**src/irq_cfg.svh**
```systemverilog
// register map, field positions and reset values of the interrupt block
//
// Function
// - The third enable register holds one enable each for the interval-timer, watchdog, watch-timer and ADC requests.
// - The second enable register holds one enable each for timer 3, timer 2, timer 1, timer 0 and timer 0 overflow.
// - Each of the six groups takes a 2-bit level from one high and one low priority bit, 00 lowest and 11 highest.
// - Pending flags of external lines 0 to 7 are set by hardware and cleared only by software writing 0.
// - Pending flags of lines 10 and 13 are cleared by a software 0 or when the core acknowledges that interrupt.
// - A trigger-type bit of 0 selects level sensing and 1 selects edge sensing for its line.
// - With level sensing, polarity 0 reacts to a high level and polarity 1 to a low level.
// - With edge sensing, polarity 0 reacts to a rising edge and polarity 1 to a falling edge.
// - External lines 0 to 7, taken from port 0 bits 0 to 7, each have their own gate bit.
// - Lines 10 and 13 are gated by a two-bit register, bit 0 for line 10 and bit 1 for line 13.
// - Bit 7 of the first enable register is a master enable that blocks every request when 0.
// - The 24 sources form 6 groups of 4 and each source uses its group level.
// - A request preempts the service in progress only with a strictly higher level.
// - Among requests of equal level the lower interrupt number wins.
`ifndef IRQ_CFG_SVH
`define IRQ_CFG_SVH

// ----------------------------------------
// register offsets
// ----------------------------------------
`define OFS_GATE_10_13 8'hA3
`define OFS_PEND_10_13 8'hA4
`define OFS_TRIG_10_13 8'hA5
`define OFS_SENSE_10_13 8'hA6
`define OFS_FIRST_EN 8'hA8
`define OFS_TIMER_EN 8'hAA
`define OFS_MISC_EN 8'hAB
`define OFS_GATE_0TO7 8'hAC
`define OFS_PEND_0TO7 8'hAD
`define OFS_TRIG_0TO7 8'hAE
`define OFS_SENSE_0TO7 8'hAF
`define OFS_EVT_STAT 8'hB1
`define OFS_EVT_MASK 8'hB2
`define OFS_PRIO_LOW 8'hB8
`define OFS_PRIO_HIGH 8'hF8

// ----------------------------------------
// fields and values
// ----------------------------------------
`define REG_RESET 8'h00
`define BIT_GLOBAL_EN 7
`define BIT_EXT_0TO7_EN 5
`define BIT_EXT13_EN 2
`define BIT_EXT10_EN 1
`define SRC_EXT10 5'h01
`define SRC_EXT13 5'h02
`define SRC_EXT_0TO7 5'h05
`define SRC_TIMER0_OVF 12
`define SRC_ADC 5'h12
`define NUM_GROUPS 6
`define EVT_BITS 4

`endif

```
**src/irq_pkg.sv**
```systemverilog
// shared types of the interrupt block
package irq_pkg;

    typedef logic [1:0] level_t;
    typedef logic [4:0] src_t;
    typedef logic [7:0] byte_t;

endpackage

```
**src/irq_ctrl.sv**
```systemverilog
// interrupt enables, group priority, external line sensing and arbitration
//
// Strobed register access was decided locally.
`timescale 1ns/1ps
`include "irq_cfg.svh"

module irq_ctrl #(
    parameter int NUM_SRC = 24
) (
    // clock and reset
    input wire logic MCLK,
    input wire logic SYS_RST,
    // register port
    input wire logic [7:0] REG_ADDR,
    input wire logic [7:0] REG_WDATA,
    input wire logic REG_WR,
    input wire logic REG_RD,
    output logic [7:0] REG_RDATA,
    // request sources
    input wire logic [7:0] EXT_P0,
    input wire logic EXT_10,
    input wire logic EXT_13,
    input wire logic [NUM_SRC-1:0] PERIPH_REQ,
    // core side
    input wire logic ACK,
    input wire logic SVC_DONE,
    output logic IRQ_REQ,
    output logic [4:0] IRQ_NUM,
    output logic [1:0] IRQ_LEVEL,
    // event summary
    output logic IRQ_OUT
);

    // ----------------------------------------
    // registers
    // ----------------------------------------
    logic [7:0] first_irq_enable;
    logic [7:0] timer_irq_enable;
    logic [7:0] misc_irq_enable;
    logic [5:0] prio_low_bits;
    logic [5:0] prio_high_bits;
    logic [7:0] ext_gate_0to7;
    logic [7:0] ext_pending_0to7;
    logic [7:0] ext_trig_type_0to7;
    logic [7:0] ext_sense_sel_0to7;
    logic [1:0] ext_gate_10_13;
    logic [1:0] ext_pending_10_13;
    logic [1:0] ext_trig_type_10_13;
    logic [1:0] ext_sense_sel_10_13;
    logic [3:0] evt_stat;
    logic [3:0] evt_mask;
    logic [9:0] line_prev;
    logic [3:0] in_svc;

    // ----------------------------------------
    // combinational nets
    // ----------------------------------------
    logic [9:0] line_in;
    logic [9:0] trig;
    logic [9:0] pol;
    logic [9:0] gate;
    logic [9:0] hit;
    logic global_en;
    logic [NUM_SRC-1:0] src_en;
    logic [NUM_SRC-1:0] pend;
    logic [NUM_SRC-1:0] req_vec;
    logic best_valid;
    irq_pkg::level_t best_lvl;
    irq_pkg::src_t best_num;
    irq_pkg::level_t top_lvl;
    logic next_req;
    logic wr_pend0;
    logic wr_pend1;
    logic take_ack;
    logic ack10;
    logic ack13;
    logic [3:0] next_stat;
    irq_pkg::level_t grp_lvl [0:`NUM_GROUPS-1];

    assign global_en = first_irq_enable[`BIT_GLOBAL_EN];
    assign wr_pend0 = REG_WR && (REG_ADDR == `OFS_PEND_0TO7);
    assign wr_pend1 = REG_WR && (REG_ADDR == `OFS_PEND_10_13);
    assign take_ack = ACK && IRQ_REQ;
    assign ack10 = take_ack && (IRQ_NUM == `SRC_EXT10);
    assign ack13 = take_ack && (IRQ_NUM == `SRC_EXT13);

    // ----------------------------------------
    // external line sensing
    // ----------------------------------------
    // line k of the low group is port 0 bit k; lines 8 and 9 are lines 10 and 13
    assign line_in = {EXT_13, EXT_10, EXT_P0};
    assign trig = {ext_trig_type_10_13, ext_trig_type_0to7};
    assign pol = {ext_sense_sel_10_13, ext_sense_sel_0to7};
    assign gate = {ext_gate_10_13, ext_gate_0to7};

    always_comb
    begin
        hit = ((trig & ~pol & ~line_prev & line_in)
              | (trig & pol & line_prev & ~line_in)
              | (~trig & (line_in ^ pol))) & gate;
    end

    always_ff @(posedge MCLK or posedge SYS_RST)
    begin
        if (SYS_RST)
            line_prev <= 10'h000;
        else
            line_prev <= line_in;
    end

    // ----------------------------------------
    // pending flags
    // ----------------------------------------
    // a new trigger wins over a software clear in the same cycle
    always_ff @(posedge MCLK or posedge SYS_RST)
    begin
        if (SYS_RST)
            ext_pending_0to7 <= `REG_RESET;
        else if (wr_pend0)
            ext_pending_0to7 <= (ext_pending_0to7 & REG_WDATA) | hit[7:0];
        else
            ext_pending_0to7 <= ext_pending_0to7 | hit[7:0];
    end

    always_ff @(posedge MCLK or posedge SYS_RST)
    begin
        if (SYS_RST)
            ext_pending_10_13 <= 2'h0;
        else
        begin
            ext_pending_10_13[0] <= (ext_pending_10_13[0] & ~ack10
                                    & ~(wr_pend1 & ~REG_WDATA[0])) | hit[8];
            ext_pending_10_13[1] <= (ext_pending_10_13[1] & ~ack13
                                    & ~(wr_pend1 & ~REG_WDATA[1])) | hit[9];
        end
    end

    // ----------------------------------------
    // control registers
    // ----------------------------------------
    always_ff @(posedge MCLK or posedge SYS_RST)
    begin
        if (SYS_RST)
        begin
            first_irq_enable <= `REG_RESET;
            timer_irq_enable <= `REG_RESET;
            misc_irq_enable <= `REG_RESET;
            prio_low_bits <= 6'h00;
            prio_high_bits <= 6'h00;
            ext_gate_0to7 <= `REG_RESET;
            ext_trig_type_0to7 <= `REG_RESET;
            ext_sense_sel_0to7 <= `REG_RESET;
            ext_gate_10_13 <= 2'h0;
            ext_trig_type_10_13 <= 2'h0;
            ext_sense_sel_10_13 <= 2'h0;
            evt_mask <= 4'h0;
        end
        else if (REG_WR)
        begin
            if (REG_ADDR == `OFS_FIRST_EN)
                first_irq_enable <= REG_WDATA & 8'hA6;
            else if (REG_ADDR == `OFS_TIMER_EN)
                timer_irq_enable <= REG_WDATA & 8'h1F;
            else if (REG_ADDR == `OFS_MISC_EN)
                misc_irq_enable <= REG_WDATA & 8'h1D;
            else if (REG_ADDR == `OFS_PRIO_LOW)
                prio_low_bits <= REG_WDATA[5:0];
            else if (REG_ADDR == `OFS_PRIO_HIGH)
                prio_high_bits <= REG_WDATA[5:0];
            else if (REG_ADDR == `OFS_GATE_0TO7)
                ext_gate_0to7 <= REG_WDATA;
            else if (REG_ADDR == `OFS_TRIG_0TO7)
                ext_trig_type_0to7 <= REG_WDATA;
            else if (REG_ADDR == `OFS_SENSE_0TO7)
                ext_sense_sel_0to7 <= REG_WDATA;
            else if (REG_ADDR == `OFS_GATE_10_13)
                ext_gate_10_13 <= REG_WDATA[1:0];
            else if (REG_ADDR == `OFS_TRIG_10_13)
                ext_trig_type_10_13 <= REG_WDATA[1:0];
            else if (REG_ADDR == `OFS_SENSE_10_13)
                ext_sense_sel_10_13 <= REG_WDATA[1:0];
            else if (REG_ADDR == `OFS_EVT_MASK)
                evt_mask <= REG_WDATA[3:0];
        end
    end

    // ----------------------------------------
    // source enables and requests
    // ----------------------------------------
    always_comb
    begin
        src_en = '0;
        src_en[`SRC_EXT10] = first_irq_enable[`BIT_EXT10_EN];
        src_en[`SRC_EXT13] = first_irq_enable[`BIT_EXT13_EN];
        src_en[`SRC_EXT_0TO7] = first_irq_enable[`BIT_EXT_0TO7_EN];
        src_en[`SRC_TIMER0_OVF +: 5] = timer_irq_enable[4:0];
        src_en[18] = misc_irq_enable[0];
        src_en[20] = misc_irq_enable[2];
        src_en[21] = misc_irq_enable[3];
        src_en[22] = misc_irq_enable[4];
    end

    always_comb
    begin
        pend = PERIPH_REQ;
        pend[`SRC_EXT10] = ext_pending_10_13[0];
        pend[`SRC_EXT13] = ext_pending_10_13[1];
        pend[`SRC_EXT_0TO7] = |(ext_pending_0to7 & ext_gate_0to7);
        req_vec = pend & src_en & {NUM_SRC{global_en}};
    end

    // ----------------------------------------
    // group levels and arbitration
    // ----------------------------------------
    // source n belongs to group n mod 6, so each group holds 4 sources
    always_comb
    begin
        for (int g = 0; g < `NUM_GROUPS; g++)
            grp_lvl[g] = {prio_high_bits[g], prio_low_bits[g]};
    end

    always_comb
    begin
        best_valid = 1'b0;
        best_lvl = 2'h0;
        best_num = 5'h00;
        // scanning downward with >= lets the lower number win ties
        for (int i = NUM_SRC - 1; i >= 0; i--)
        begin
            if (req_vec[i] && (!best_valid || grp_lvl[i % `NUM_GROUPS] >= best_lvl))
            begin
                best_valid = 1'b1;
                best_lvl = grp_lvl[i % `NUM_GROUPS];
                best_num = 5'(i);
            end
        end
    end

    always_comb
    begin
        top_lvl = 2'h0;
        for (int l = 0; l < 4; l++)
        begin
            if (in_svc[l])
                top_lvl = 2'(l);
        end
        next_req = best_valid && (in_svc == 4'h0 || best_lvl > top_lvl);
    end

    // ----------------------------------------
    // service tracking and core outputs
    // ----------------------------------------
    // one bit per level in service; nesting depth is bounded by the four levels
    always_ff @(posedge MCLK or posedge SYS_RST)
    begin
        if (SYS_RST)
            in_svc <= 4'h0;
        else if (take_ack)
            in_svc <= in_svc | (4'h1 << IRQ_LEVEL);
        else if (SVC_DONE && in_svc != 4'h0)
            in_svc <= in_svc & ~(4'h1 << top_lvl);
    end

    always_ff @(posedge MCLK or posedge SYS_RST)
    begin
        if (SYS_RST)
        begin
            IRQ_REQ <= 1'b0;
            IRQ_NUM <= 5'h00;
            IRQ_LEVEL <= 2'h0;
        end
        else
        begin
            IRQ_REQ <= next_req && !take_ack;
            IRQ_NUM <= best_num;
            IRQ_LEVEL <= best_lvl;
        end
    end

    // ----------------------------------------
    // event status and summary output
    // ----------------------------------------
    always_comb
    begin
        next_stat = evt_stat;
        if (REG_RD && REG_ADDR == `OFS_EVT_STAT)
            next_stat = 4'h0;
        next_stat = next_stat | {take_ack, hit[9], hit[8], |hit[7:0]};
    end

    always_ff @(posedge MCLK or posedge SYS_RST)
    begin
        if (SYS_RST)
        begin
            evt_stat <= 4'h0;
            IRQ_OUT <= 1'b0;
        end
        else
        begin
            evt_stat <= next_stat;
            IRQ_OUT <= |(next_stat & evt_mask);
        end
    end

    // ----------------------------------------
    // register read
    // ----------------------------------------
    always_ff @(posedge MCLK or posedge SYS_RST)
    begin
        if (SYS_RST)
            REG_RDATA <= 8'h00;
        else if (!REG_RD)
            REG_RDATA <= 8'h00;
        else if (REG_ADDR == `OFS_FIRST_EN)
            REG_RDATA <= first_irq_enable;
        else if (REG_ADDR == `OFS_TIMER_EN)
            REG_RDATA <= timer_irq_enable;
        else if (REG_ADDR == `OFS_MISC_EN)
            REG_RDATA <= misc_irq_enable;
        else if (REG_ADDR == `OFS_PRIO_LOW)
            REG_RDATA <= {2'h0, prio_low_bits};
        else if (REG_ADDR == `OFS_PRIO_HIGH)
            REG_RDATA <= {2'h0, prio_high_bits};
        else if (REG_ADDR == `OFS_GATE_0TO7)
            REG_RDATA <= ext_gate_0to7;
        else if (REG_ADDR == `OFS_PEND_0TO7)
            REG_RDATA <= ext_pending_0to7;
        else if (REG_ADDR == `OFS_TRIG_0TO7)
            REG_RDATA <= ext_trig_type_0to7;
        else if (REG_ADDR == `OFS_SENSE_0TO7)
            REG_RDATA <= ext_sense_sel_0to7;
        else if (REG_ADDR == `OFS_GATE_10_13)
            REG_RDATA <= {6'h00, ext_gate_10_13};
        else if (REG_ADDR == `OFS_PEND_10_13)
            REG_RDATA <= {6'h00, ext_pending_10_13};
        else if (REG_ADDR == `OFS_TRIG_10_13)
            REG_RDATA <= {6'h00, ext_trig_type_10_13};
        else if (REG_ADDR == `OFS_SENSE_10_13)
            REG_RDATA <= {6'h00, ext_sense_sel_10_13};
        else if (REG_ADDR == `OFS_EVT_STAT)
            REG_RDATA <= {4'h0, evt_stat};
        else if (REG_ADDR == `OFS_EVT_MASK)
            REG_RDATA <= {4'h0, evt_mask};
        else
            REG_RDATA <= 8'h00;
    end
endmodule

```
**config.mk**
```make
export PLATFORM = sky130hd
export DESIGN_NAME = irq_ctrl
export DESIGN_NICKNAME = d
export VERILOG_FILES = /design/src/irq_pkg.sv /design/src/irq_ctrl.sv
export VERILOG_INCLUDE_DIRS = /design/src
export SDC_FILE = /design/constraint.sdc
export NUM_CORES = 1
export LEC_CHECK = 0
export BUFFER_PORTS_ARGS = -buffer_cell sky130_fd_sc_hd__buf_2
export CAP_MARGIN = 40
export CELL_PAD_IN_SITES_DETAIL_PLACEMENT = 2
export CELL_PAD_IN_SITES_GLOBAL_PLACEMENT = 2
export CORE_ASPECT_RATIO = 1.4
export CORE_UTILIZATION = 33
export DETAILED_ROUTE_END_ITERATION = 12
export GPL_ROUTABILITY_DRIVEN = 1
export PLACE_DENSITY_LB_ADDON = 0.1
export SYNTH_ARGS = -nofsm -noshare
export SYNTH_HDL_FRONTEND = slang
export SYNTH_SLANG_ARGS = --single-unit
```
**constraint.sdc**
```tcl
create_clock -name MCLK -period 12.71 [get_ports MCLK]
set_input_delay 0.6355 -clock MCLK [delete_from_list [all_inputs] [get_ports MCLK]]
set_output_delay 0.6355 -clock MCLK [all_outputs]
set_load 0.02 [all_outputs]
```
* After elaboration in Yosys (flattened, before gate mapping) *
Index checks and enable logic that the tools add are counted.
W data, S select, Z words.

operators by class
  shift operators = 2
  multiplexer cells = 95
  reductions and logical operators = 98
  equal/unequal tests = 17
  bitwise gates (word level) = 51
  magnitude comparators = 24

operator list
  operator              number
  $eq A8 B8 Y1 const B  15
  $mux W5               24
  $mux W8               11
  $and A10 B10 Y10      8
  $mux W2               26
  $ge A2 B2 Y1          23
  $not A10 Y10          4
  $mux W4               9
  $logic_and A1 B1 Y1   32
  $mux W1               25
  $and A24 B23 Y24      1
  $and A24 B24 Y24      1
  $logic_not A1 Y1      24
  $logic_or A1 B1 Y1    24
  $or A10 B10 Y10       2
  $not A1 Y1            17
  $and A8 B8 Y8         2
  $or A8 B8 Y8          2
  $reduce_or A8 Y1      2
  $reduce_and A13 Y1    1
  $reduce_and A12 Y1    1
  $reduce_and A11 Y1    1
  $reduce_and A10 Y1    1
  $xor A10 B10 Y10      1
  21 further kinds      30

storage, ports and cells
  logic and storage cells = 309
  output and inout port bits = 17
  register bits after elaboration = 104

* Longest topological paths before layout *
Gate-level depths: netlist (run 1).

  word-level depth = 101
  gate-level depth with buffers = 78
  gate-level depth less buffers = 76

* Worst setup path after synthesis (run 1) *
Ideal clock, no wire load.

  path kind = register to register
  from = register first_irq_enable[7]
  to = register IRQ_REQ
  path buffers = 3
  data arrival time = 13.724 ns
  stages on the path, launching flop included = 74
  library setup time = 0.139 ns
  slack = -1.153 ns
  clock period less this slack = 13.863 ns
  cells stage by stage = dfrtp_1 clkbuf_1 clkbuf_1 nand4_1 ha_1 a211oi_1 o22ai_1 and2_1 ha_1 nand2b_1 a221oi_1 nor4_1 a31o_2 ha_1 nand2b_1 a211o_2 nor3b_4 a311oi_1 (+38 left out) a21boi_1 ha_1 nand2b_1 nor3_1 nor3_4 a22o_1 ha_1 nand2b_1 a21oi_1 a21oi_1 a22o_1 a21oi_1 ha_1 inv_1 a21oi_1 a21oi_1 o21ai_0 a31oi_1

on the way
  longest elaborated chain between the ends = 98
  elaborated cells on any way between the ends = 145
  those cells by class = 24 x order compare; 48 x mux; 1 x bitwise; 72 x reduce/logical

ends and longest elaborated chain
  what                                              RTL line         source
  from (decl)                                       irq_ctrl.sv:37   logic [7:0] first_irq_enable;
  from (signal assigned)                            irq_ctrl.sv:145  first_irq_enable <= `REG_RESET;
  from (signal assigned)                            irq_ctrl.sv:161  first_irq_enable <= REG_WDATA & 8'hA6;
  $and A24 B24 Y24 (*)                              irq_ctrl.sv:209  req_vec = pend & src_en & {NUM_SRC{global_en}};
  $mux W2 or $mux W1 (tied branches)                irq_ctrl.sv:230  if (req_vec[i] && (!best_valid || grp_lvl[i % `NUM_GROUPS] >= best_lvl))
  $ge A2 B2 Y1 or $logic_not A1 Y1 (tied branches)  irq_ctrl.sv:230
  $logic_or A1 B1 Y1                                irq_ctrl.sv:230
  $logic_and A1 B1 Y1                               irq_ctrl.sv:230
  $mux W2 or $mux W1 (tied branches)                irq_ctrl.sv:230
  $ge A2 B2 Y1 or $logic_not A1 Y1 (tied branches)  irq_ctrl.sv:230
  $logic_or A1 B1 Y1                                irq_ctrl.sv:230
  (+82 left out)                                    -
  $ge A2 B2 Y1 or $logic_not A1 Y1 (tied branches)  irq_ctrl.sv:230
  $logic_or A1 B1 Y1                                irq_ctrl.sv:230
  $logic_and A1 B1 Y1                               irq_ctrl.sv:230
  $mux W2                                           irq_ctrl.sv:230
  $gt A2 B2 Y1                                      irq_ctrl.sv:247  next_req = best_valid && (in_svc == 4'h0 || best_lvl > top_lvl);
  $logic_or A1 B1 Y1                                irq_ctrl.sv:247
  $logic_and A1 B1 Y1 (*)                           irq_ctrl.sv:247
  $logic_and A1 B1 Y1 (*)                           irq_ctrl.sv:274  IRQ_REQ <= next_req && !take_ack;
  to (signal assigned)                              irq_ctrl.sv:274
  to (decl)                                         irq_ctrl.sv:27   output logic IRQ_REQ,

Every way passes the cells marked *; elsewhere a longest branch is shown, timed or not.
A chain may end at the register's enable or synchronous reset.

* Final worst setup path (run 1) *
  from = register prio_low_bits[4]
  to = register IRQ_REQ

on the way
  longest elaborated chain between the ends = 96
  elaborated cells on any way between the ends = 141
  those cells by class = 24 x order compare; 46 x mux; 71 x reduce/logical

ends and longest elaborated chain
  what                                              RTL line         source
  from (decl)                                       irq_ctrl.sv:40   logic [5:0] prio_low_bits;
  from (signal assigned)                            irq_ctrl.sv:167  prio_low_bits <= REG_WDATA[5:0];
  $ge A2 B2 Y1                                      irq_ctrl.sv:230
  $logic_or A1 B1 Y1                                irq_ctrl.sv:230
  $logic_and A1 B1 Y1                               irq_ctrl.sv:230
  $mux W2 or $mux W1 (tied branches)                irq_ctrl.sv:230
  $ge A2 B2 Y1 or $logic_not A1 Y1 (tied branches)  irq_ctrl.sv:230
  $logic_or A1 B1 Y1                                irq_ctrl.sv:230
  $logic_and A1 B1 Y1                               irq_ctrl.sv:230
  $mux W2 or $mux W1 (tied branches)                irq_ctrl.sv:230
  (+81 left out)                                    -
  $logic_or A1 B1 Y1                                irq_ctrl.sv:230
  $logic_and A1 B1 Y1                               irq_ctrl.sv:230
  $mux W2 (*)                                       irq_ctrl.sv:230
  named net best_lvl[1]                             irq_ctrl.sv:68   irq_pkg::level_t best_lvl;
  $gt A2 B2 Y1 (*)                                  irq_ctrl.sv:247
  $logic_or A1 B1 Y1 (*)                            irq_ctrl.sv:247
  $logic_and A1 B1 Y1 (*)                           irq_ctrl.sv:247
  $logic_and A1 B1 Y1 (*)                           irq_ctrl.sv:274

The timed path passes the listed nets; every way through them passes the cells marked *.

==> flow_summary.json, run 1 <==
{
  "io_pins": 73,
  "p_leak_nw": 3.80,
  "status": "finished with violations",
  "ys_types": 76,
  "dpl_worst_slack_ps": -1770,
  "max_freq_mhz": 72.8,
  "power.switching_mw": 0.233,
  "clock_sinks": 104,
  "clock_insertion_delay_worst_skew_ps": 360,
  "core_sq_um": 18000,
  "max_slew_margin_pct": 40.8,
  "synth-edff-count": 0,
  "max-cap-violations": 0,
  "utilization_pct": 44.9,
  "cpPeakStageDelay_ps": 360,
  "layout_commonest_cell": "dfrtp_1",
  "wl_um": 25400,
  "vias_per_cell": 5.73,
  "fillCellCount": 1989,
  "fp.dieW_um": 117,
  "htree_levels": 3,
  "p_clk_share_pct": 37.9,
  "ant_nets": 0,
  "peakVddDrop_uv": 57.2,
  "track_usage_pct": 27.7,
  "synth.avg_cell_area_sq_um": 9.42,
  "hold_ws_ps": 335,
  "p_per_area_nw_per_um2": 98.8,
  "ys.flop_type": "dfrtp_1",
  "cp_slowest_cell": "dfrtp_1",
  "setup_viol": 8,
  "synthArstFlopShare_pct": 100,
  "numCtsBuffers": 9,
  "period_share_pct": 108,
  "setup_tns_ps": -4370,
  "dp.cells": 978,
  "path_max_fanout": 4,
  "crit_type": "reg2reg",
  "grt_pass1_wl_um": 38800,
  "pwr-share-seq_pct": 47.7,
  "hold_viol_final": 0,
  "tightest_slew_ps": 882,
  "antenna_cells": 0,
  "num-nets-final": 870,
  "start_util_pct": 33.8,
  "grt_pass1_vias": 6762,
  "start_kind": "flop",
  "ys_seq_area_share_pct": 42.8,
  "synthToLayoutAreaGrowth_pct": 33.1,
  "cts_root_buffer": "clkbuf_16",
  "fin_cells": 1040,
  "syn_area_sq_um": 6070,
  "die_h_um": 163,
  "hpwl_um": 18100,
  "internal-power_mw": 0.566,
  "min_path_type": "in2async",
  "num_rows": 58,
  "crit_arrival_ps": 13940,
  "synth-seq-cells": 104,
  "die-area_sq_um": 19000,
  "swShare_pct": 29.2,
  "fin_ws_ps": -1030,
  "cts.clk_slew.worst_paths_ps": 80,
  "power_frac_comb_pct": 14.4,
  "overflow": 0,
  "p_total_mw": 0.799,
  "antenna_found_initial": 0,
  "cts_hold_buf": 0,
  "port_buffers": 57,
  "drive_above_1_share_pct": 38.4,
  "cts_tree": "done",
  "yosysWarnings": 0,
  "detail_route.wl_per_cell_um": 24.4,
  "slew_violations": 0,
  "fin_crit_ps": 13740,
  "cp.required_ps": 12910,
  "postSynthCellCount": 645,
  "postPlaceCellArea_sq_um": 7180,
  "synth_nets": 720,
  "final_cell_area_sq_um": 8090,
  "final_cell_mix": "dfrtp_1 (104), buf_4 (102), nand2_1 (88), buf_2 (58), mux2_2 (55)",
  "violations": "setup timing",
  "gp_congestion": 0.881,
  "finalClockSkew_ps": 13.6,
  "vias": 5958,
  "cts_buffer_depth": 2,
  "rsz0062_at_grt": "true",
  "drtPass1Iterations": 4,
  "drt_iter0_markers": 189,
  "cp-end-kind": "flop",
  "drc": 0,
  "grt_max_degree": 62
}
-- worst max-delay path: cells and delay by family, from the launching register on --
kind                     cells  cell delay (ps)
flip-flops                   1              360
buffers and inverters        3              290
AO/OA/AOI/OAI               37             6770
AND/OR/NAND/NOR             20             2870
adder cells (fa/ha/maj)     12             3290
-- sequential cells by signal, summed over array words and instances, names as in the netlist, 4 cells and up --
register,cells
IRQ_NUM,5
REG_RDATA,8
evt_mask,4
evt_stat,4
ext_gate_0to7,8
ext_pending_0to7,8
ext_sense_sel_0to7,8
ext_trig_type_0to7,8
first_irq_enable,4
in_svc,4
line_prev,10
misc_irq_enable,4
prio_high_bits,6
prio_low_bits,6
timer_irq_enable,5
-- what timing repair did --
item,in CTS,in global routing
pin swaps,41,29
buffers inserted,33,14
hold endpoints to repair,0,0
endpoints found under the setup margin,8,8
gates resized for setup,34,15
-- final cells by class --
| cell class | instances | area, sq um | area share, % |
|---|---|---|---|
| clock buffers | 10 | 239 | 2.95 |
| multi-input cells | 490 | 3690 | 45.6 |
| clock inverters | 6 | 81.3 | 1.01 |
| repair buffers | 161 | 1070 | 13.2 |
| flip-flops and latches | 104 | 2600 | 32.2 |
| inverters | 29 | 111 | 1.38 |
| well taps | 240 | 300 | 3.71 |
-- kinds of logic after synthesis --
family          after synthesis  share of synthesized area, %
flops                       104                          42.8
buf+inv                      51                          3.30
simple gates                226                          18.4
compound gates              187                          20.5
mux                          58                          11.1
fa+ha+maj                    19                          3.91
-- worst paths after layout --
kind | startpoint | to | slack [ps] | cells after the start
min reg2reg | in_svc[0] | in_svc[0] | 520 | 2
max reg2reg | prio_low_bits[4] | IRQ_REQ | -1030 | 72
min in group MCLK | EXT_P0[3] | line_prev[3] | 400 | 1
max | prio_low_bits[4] | IRQ_REQ | -1030 | 72
max in group asynchronous | SYS_RST | line_prev[0] | 11120 | 3
min | SYS_RST | ext_sense_sel_0to7[7] | 340 | 2
-- cell usage after synthesis (all sizes together), types with 3 or more instances --
cell type | instances | share of area, %
dfrtp | 104 | 43
nand2 | 89 | 5.5
mux2 | 55 | 10
o21ai | 51 | 4.3
a21oi | 39 | 3.2
nor2 | 31 | 1.9
inv | 28 | 1.7
nand3 | 23 | 1.9
clkbuf | 19 | 1.2
ha | 19 | 3.9
nor3 | 19 | 1.8
nand2b | 16 | 1.8
a22oi | 15 | 1.9
nand4 | 10 | 1.0
o22ai | 9 | 0.93
a21boi | 7 | 0.87
a31oi | 7 | 0.72
o211ai | 7 | 0.95
or2 | 6 | 0.62
a21o | 5 | 0.64
and2 | 5 | 0.51
nor2b | 5 | 0.51
nor4 | 5 | 0.51
and3 | 4 | 0.41
nor3b | 4 | 0.68
a211o | 3 | 0.45
a211oi | 3 | 0.37
a22o | 3 | 0.43
a41oi | 3 | 0.43
buf | 3 | 0.33
o21a | 3 | 0.37
o31a | 3 | 0.43
o31ai | 3 | 0.37
-- power by group through the flow --
stage               Sequential (mW)  Clock [mW]  Combinational [mW]
floorplan                     0.379           0              0.0608
global placement              0.384           0               0.100
detailed placement            0.387           0               0.107
CTS                           0.381       0.312               0.112
global route                  0.384       0.323               0.125
finish                        0.381       0.303               0.115
-- per-layer routing --
layer	up-vias	track usage, %	part of all wire [%]
li1	2694	-	-
met2	113	53.8	57
met3	54	3.98	2.2
met1	3097	29.2	37
met5	-	0	0
met4	0	10.7	3.3
Power figures use the tool's default switching activity.
==> inputs of run 2 (changes only) <==
CORE_UTILIZATION = 37   (was 33)
PLACE_DENSITY = 0.77   (was unset)
PLACE_DENSITY_LB_ADDON = unset   (was 0.1)
clock period = 15.2 ns   (was 12.71 ns; I/O delays follow)
==> flow_summary.json, run 2 (synthesis gave the netlist of run 1 again) <==
{
  "cp-end-kind": "flop",
  "fin_crit_ps": 14610,
  "htree_levels": 3,
  "crit_arrival_ps": 14820,
  "r2r_cells": 75,
  "start_util_pct": 37.7,
  "max-cap-violations": 0,
  "gr-usage-met3_pct": 2.88,
  "fillCellCount": 1759,
  "drt_iter0_markers": 215,
  "fp.dieW_um": 110,
  "min_path_type": "in2async",
  "ant_nets": 0,
  "period_share_pct": 96.1,
  "max_freq_mhz": 68.5,
  "clock_sinks": 104,
  "antenna_found_initial": 0,
  "port_buffers": 57,
  "finalClockSkew_ps": 13.7,
  "r2r_end": "IRQ_REQ",
  "start_kind": "input pin",
  "regMostFlops": "line_prev",
  "critPathMostFrequentCell": "ha_1",
  "cp_slowest_cell": "a221o_2",
  "antenna_cells": 0,
  "final_cell_mix": "dfrtp_1 (102), nand2_1 (88), buf_2 (57), mux2_2 (55), o21ai_0 (43)",
  "vias_per_cell": 6.03,
  "tightest_slew_ps": 898,
  "wl_um": 22400,
  "fin_cells": 933,
  "track_usage_pct": 27.6,
  "top_usage_layer": "met2",
  "layout_commonest_cell": "dfrtp_1",
  "status": "complete, no violations",
  "io_pins": 73,
  "numCtsBuffers": 9,
  "path_max_fanout": 5,
  "hpwl_um": 16800,
  "num_rows": 55,
  "p_leak_nw": 3.32,
  "cpPeakStageDelay_ps": 370,
  "setup_viol": 0,
  "regToRegStartpoint": "misc_irq_enable[4]",
  "drc": 0,
  "dp.cells": 911,
  "cp-startpoint": "PERIPH_REQ[22]",
  "grt.met2_usage_pct": 51.1,
  "reg2reg_setup_slack_ps": 650,
  "die_h_um": 154,
  "drtPass1Iterations": 7,
  "cts_hold_buf": 0,
  "cts.clk_slew.worst_paths_ps": 80,
  "clock_insertion_delay_worst_skew_ps": 360,
  "grt_max_degree": 58,
  "crit_path_end": "IRQ_REQ",
  "hold_viol_final": 0,
  "core_sq_um": 16100,
  "overflow": 0,
  "detail_route.wl_per_cell_um": 24.0,
  "crit_type": "in2reg",
  "largest_reg_flops": 10,
  "p_per_area_nw_per_um2": 88.9,
  "grt_pass1_vias": 6174,
  "vias": 5622,
  "grt_pass1_wl_um": 34600,
  "cts_root_buffer": "clkbuf_16",
  "die-area_sq_um": 16900,
  "setup_tns_ps": 0,
  "cts_tree": "done",
  "peakVddDrop_uv": 49.5,
  "slew_violations": 0,
  "cts_buffer_depth": 2,
  "drive_above_1_share_pct": 27.9,
  "gp_congestion": 0.914,
  "grt_use_met1_pct": 29.9,
  "num-nets-final": 804,
  "cp.required_ps": 15410,
  "synthToLayoutAreaGrowth_pct": 18.8,
  "max_slew_margin_pct": 39.3
}
==> run 2: cell count changes in the layout (fill, tap and decap cells not counted), sizes merged <==
| cell | delta |
|---|---|
| buf | -66 |
| clkbuf | +1 |
| clkinvlp | +1 |
| inv | -2 |
==> run 2: where the power goes <==
| part | switching [mW] | internal, mW | total (mW) | leakage [nW] |
|---|---|---|---|---|
| clock network | 0.110 | 0.130 | 0.239 | 0.141 |
| logic | 0.0509 | 0.0304 | 0.0813 | 1.83 |
| registers | 0.0236 | 0.298 | 0.321 | 1.35 |
| total | 0.184 | 0.458 | 0.642 | 3.32 |
==> run 2: worst min-delay path by stage <==
| stage | startpoint | end | slack (ps) | cells after the start |
|---|---|---|---|---|
| after floorplan | ext_gate_10_13[0] | ext_pending_10_13[0] | 460 | 2 |
| after global placement | evt_stat[2] | evt_stat[2] | 480 | 2 |
| after detailed placement | evt_stat[1] | evt_stat[1] | 520 | 2 |
| after CTS | SYS_RST | line_prev[4] | 370 | 2 |
| after global routing | SYS_RST | REG_RDATA[5] | 390 | 2 |
| final | SYS_RST | line_prev[4] | 370 | 2 |
==> run 2: critical path: cells and delay by family <==
family	cells	cell delay, ps
fa+ha+maj	12	3150
compound gates	36	6660
buf+inv	5	660
simple gates	23	3580
==> run 2: repair_timing <==
action,in CTS,in global routing
pin swaps,0,10
resized for setup,4,26
buffers inserted,0,6
setup endpoints to repair,1,7
hold endpoints to repair,0,0
==> run 2: cell type report <==
type | instances | area [sq um] | share of cell area, %
well taps | 199 | 249 | 3.45
inverters | 29 | 111 | 1.54
clock inverters | 5 | 63.8 | 0.884
multi-input cells | 490 | 3370 | 46.6
repair buffers | 95 | 591 | 8.18
flip-flops and latches | 104 | 2610 | 36.1
clock buffers | 11 | 233 | 3.22
==> run 2: per-stage QoR <==
stage                     util (%)  total power [mW]  hold slack (ps)  setup slack, ps  area [sq um]
after floorplan                  -             0.364              457             1250          6070
after global placement        41.9             0.397              482              277          6750
after detailed placement      42.1             0.405              516             -335          6780
after CTS                     44.0             0.647              373             23.6          7090
after global routing          44.8             0.666              390             -165          7220
final                         44.8             0.642              366              595          7220
==> run 2: layer usage <==
layer	part of all wire [%]	up-vias
li1	-	2557
met1	37	2892
met2	55	116
met3	2.6	57
met4	4.9	0
met5	0	-
==> inputs of run 3 (changes only) <==
CORE_UTILIZATION = 33   (was 37)
PLACE_DENSITY = 0.72   (was 0.77)
clock period = 12.7 ns   (was 15.2 ns; I/O delays follow)
==> flow_summary.json, run 3 (synthesis gave the netlist of run 1 again) <==
{
  "status": "finished with violations",
  "violations": "setup timing",
  "largest_reg_flops": 10,
  "cp_slowest_cell": "dfrtp_1",
  "regMostFlops": "line_prev",
  "hold_viol_final": 0,
  "drive_above_1_share_pct": 39.4,
  "track_usage_pct": 28.2,
  "port_buffers": 57,
  "cp-end-kind": "flop",
  "min_path_type": "in2async",
  "clock_sinks": 104,
  "clock_insertion_delay_worst_skew_ps": 360,
  "die_h_um": 163,
  "max_freq_mhz": 69.7,
  "max-cap-violations": 0,
  "vias_per_cell": 5.76,
  "cts_hold_buf": 0,
  "num-nets-final": 879,
  "peakVddDrop_uv": 64.6,
  "final_cell_mix": "buf_4 (108), dfrtp_1 (103), nand2_1 (88), buf_2 (56), mux2_2 (55)",
  "htree_levels": 3,
  "top_usage_layer": "met2",
  "grt_pass1_vias": 6870,
  "p_leak_nw": 3.82,
  "layout_commonest_cell": "buf_4",
  "antenna_found_initial": 0,
  "synthToLayoutAreaGrowth_pct": 34.3,
  "vias": 6041,
  "fin_ws_ps": -1660,
  "cts_root_buffer": "clkbuf_16",
  "finalClockSkew_ps": 15.7,
  "setup_viol": 8,
  "grt_pass1_wl_um": 39500,
  "hpwl_um": 17500,
  "tightest_slew_ps": 890,
  "cpPeakStageDelay_ps": 400,
  "crit_type": "reg2reg",
  "slew_violations": 0,
  "max_slew_margin_pct": 40.7,
  "gr-usage-met3_pct": 3.20,
  "grt_max_degree": 60,
  "grt_use_met1_pct": 30.5,
  "rsz0062_at_grt": "true",
  "fillCellCount": 1967,
  "cp.required_ps": 12970,
  "io_pins": 73,
  "fp.dieW_um": 117,
  "core_sq_um": 18000,
  "setup_tns_ps": -8890,
  "drtPass1Iterations": 4,
  "crit_arrival_ps": 14630,
  "drc": 0,
  "ant_nets": 0,
  "wl_um": 26700,
  "grt.met2_usage_pct": 53.4,
  "num_rows": 58,
  "utilization_pct": 45.3,
  "start_kind": "flop",
  "gp_congestion": 0.854,
  "drt_iter0_markers": 349,
  "numCtsBuffers": 9,
  "cts_tree": "done",
  "cts.clk_slew.worst_paths_ps": 80,
  "path_max_fanout": 5,
  "cts_buffer_depth": 2,
  "p_per_area_nw_per_um2": 95.5,
  "critPathMostFrequentCell": "buf_4",
  "period_share_pct": 113,
  "p_total_mw": 0.779,
  "hold_ws_ps": 405,
  "overflow": 0,
  "start_util_pct": 33.8,
  "die-area_sq_um": 19000,
  "fin_crit_ps": 14360,
  "detail_route.wl_per_cell_um": 25.5,
  "antenna_cells": 0
}
run 3: cell count changes in the layout (fill, tap and decap cells not counted), moves of 4 or more:
cell,before,now
a21oi_1,34,29
buf_4,37,108
buf_6,0,5
nand2b_1,14,4
nand2b_4,2,12
o21ai_2,3,7
run 3: worst paths after layout:
path	start	end	slack [ps]	depth (start not counted)
worst min-delay path	SYS_RST	ext_sense_sel_0to7[7]	400	2
max in group asynchronous	SYS_RST	first_irq_enable[1]	11160	3
worst min register to register	ext_gate_10_13[0]	ext_pending_10_13[0]	520	2
min in group MCLK	EXT_P0[3]	line_prev[3]	410	1
worst max-delay path	first_irq_enable[7]	IRQ_REQ	-1660	80
worst max register to register	first_irq_enable[7]	IRQ_REQ	-1660	80
run 3: final cells by class:
type | count | area [sq um] | area share, %
Timing Repair Buffer | 170 | 1160 | 14.2
Clock buffer | 11 | 253 | 3.10
Tap cell | 240 | 300 | 3.68
Inverter | 29 | 111 | 1.37
Sequential cell | 104 | 2600 | 31.9
Clock inverter | 5 | 36.3 | 0.445
Multi-Input combinational cell | 490 | 3700 | 45.3
run 3: what timing repair did:
| action | 4_1_cts | 5_1_grt |
|---|---|---|
| buffers inserted | 48 | 11 |
| endpoints found under the setup margin | 8 | 8 |
| pin swaps | 24 | 24 |
| gates resized for setup | 35 | 26 |
run 3: where the power goes:
group	internal (mW)	switching (mW)	total [mW]
sequential	0.356	0.0249	0.381
clock	0.145	0.133	0.279
combinational	0.0474	0.0713	0.119
total	0.549	0.230	0.779
run 3: critical path, delay by kind of cell, from the launching register on:
| family | cells | cell delay (ps) |
|---|---|---|
| AO/OA/AOI/OAI | 32 | 5830 |
| adder cells (fa/ha/maj) | 10 | 2600 |
| buffers and inverters | 19 | 2280 |
| flip-flops | 1 | 400 |
| AND/OR/NAND/NOR | 19 | 3120 |
run 3: per-stage QoR:
step	worst slack, ps	instance area [sq um]	cells
3_3_place_gp	-1350	7160	975
6_report	-1660	8160	1049
2_1_floorplan	-602	6250	645
3_5_place_dp	-1810	7170	976
5_1_grt	-2070	8160	1049
4_1_cts	-990	7960	1039
run 3: layer usage:
| metal | vias to the layer above | wire [um] |
|---|---|---|
| li1 | 2705 | - |
| met1 | 3107 | 10000 |
| met2 | 149 | 14700 |
| met3 | 80 | 743 |
| met4 | 0 | 1290 |
| met5 | - | 0 |
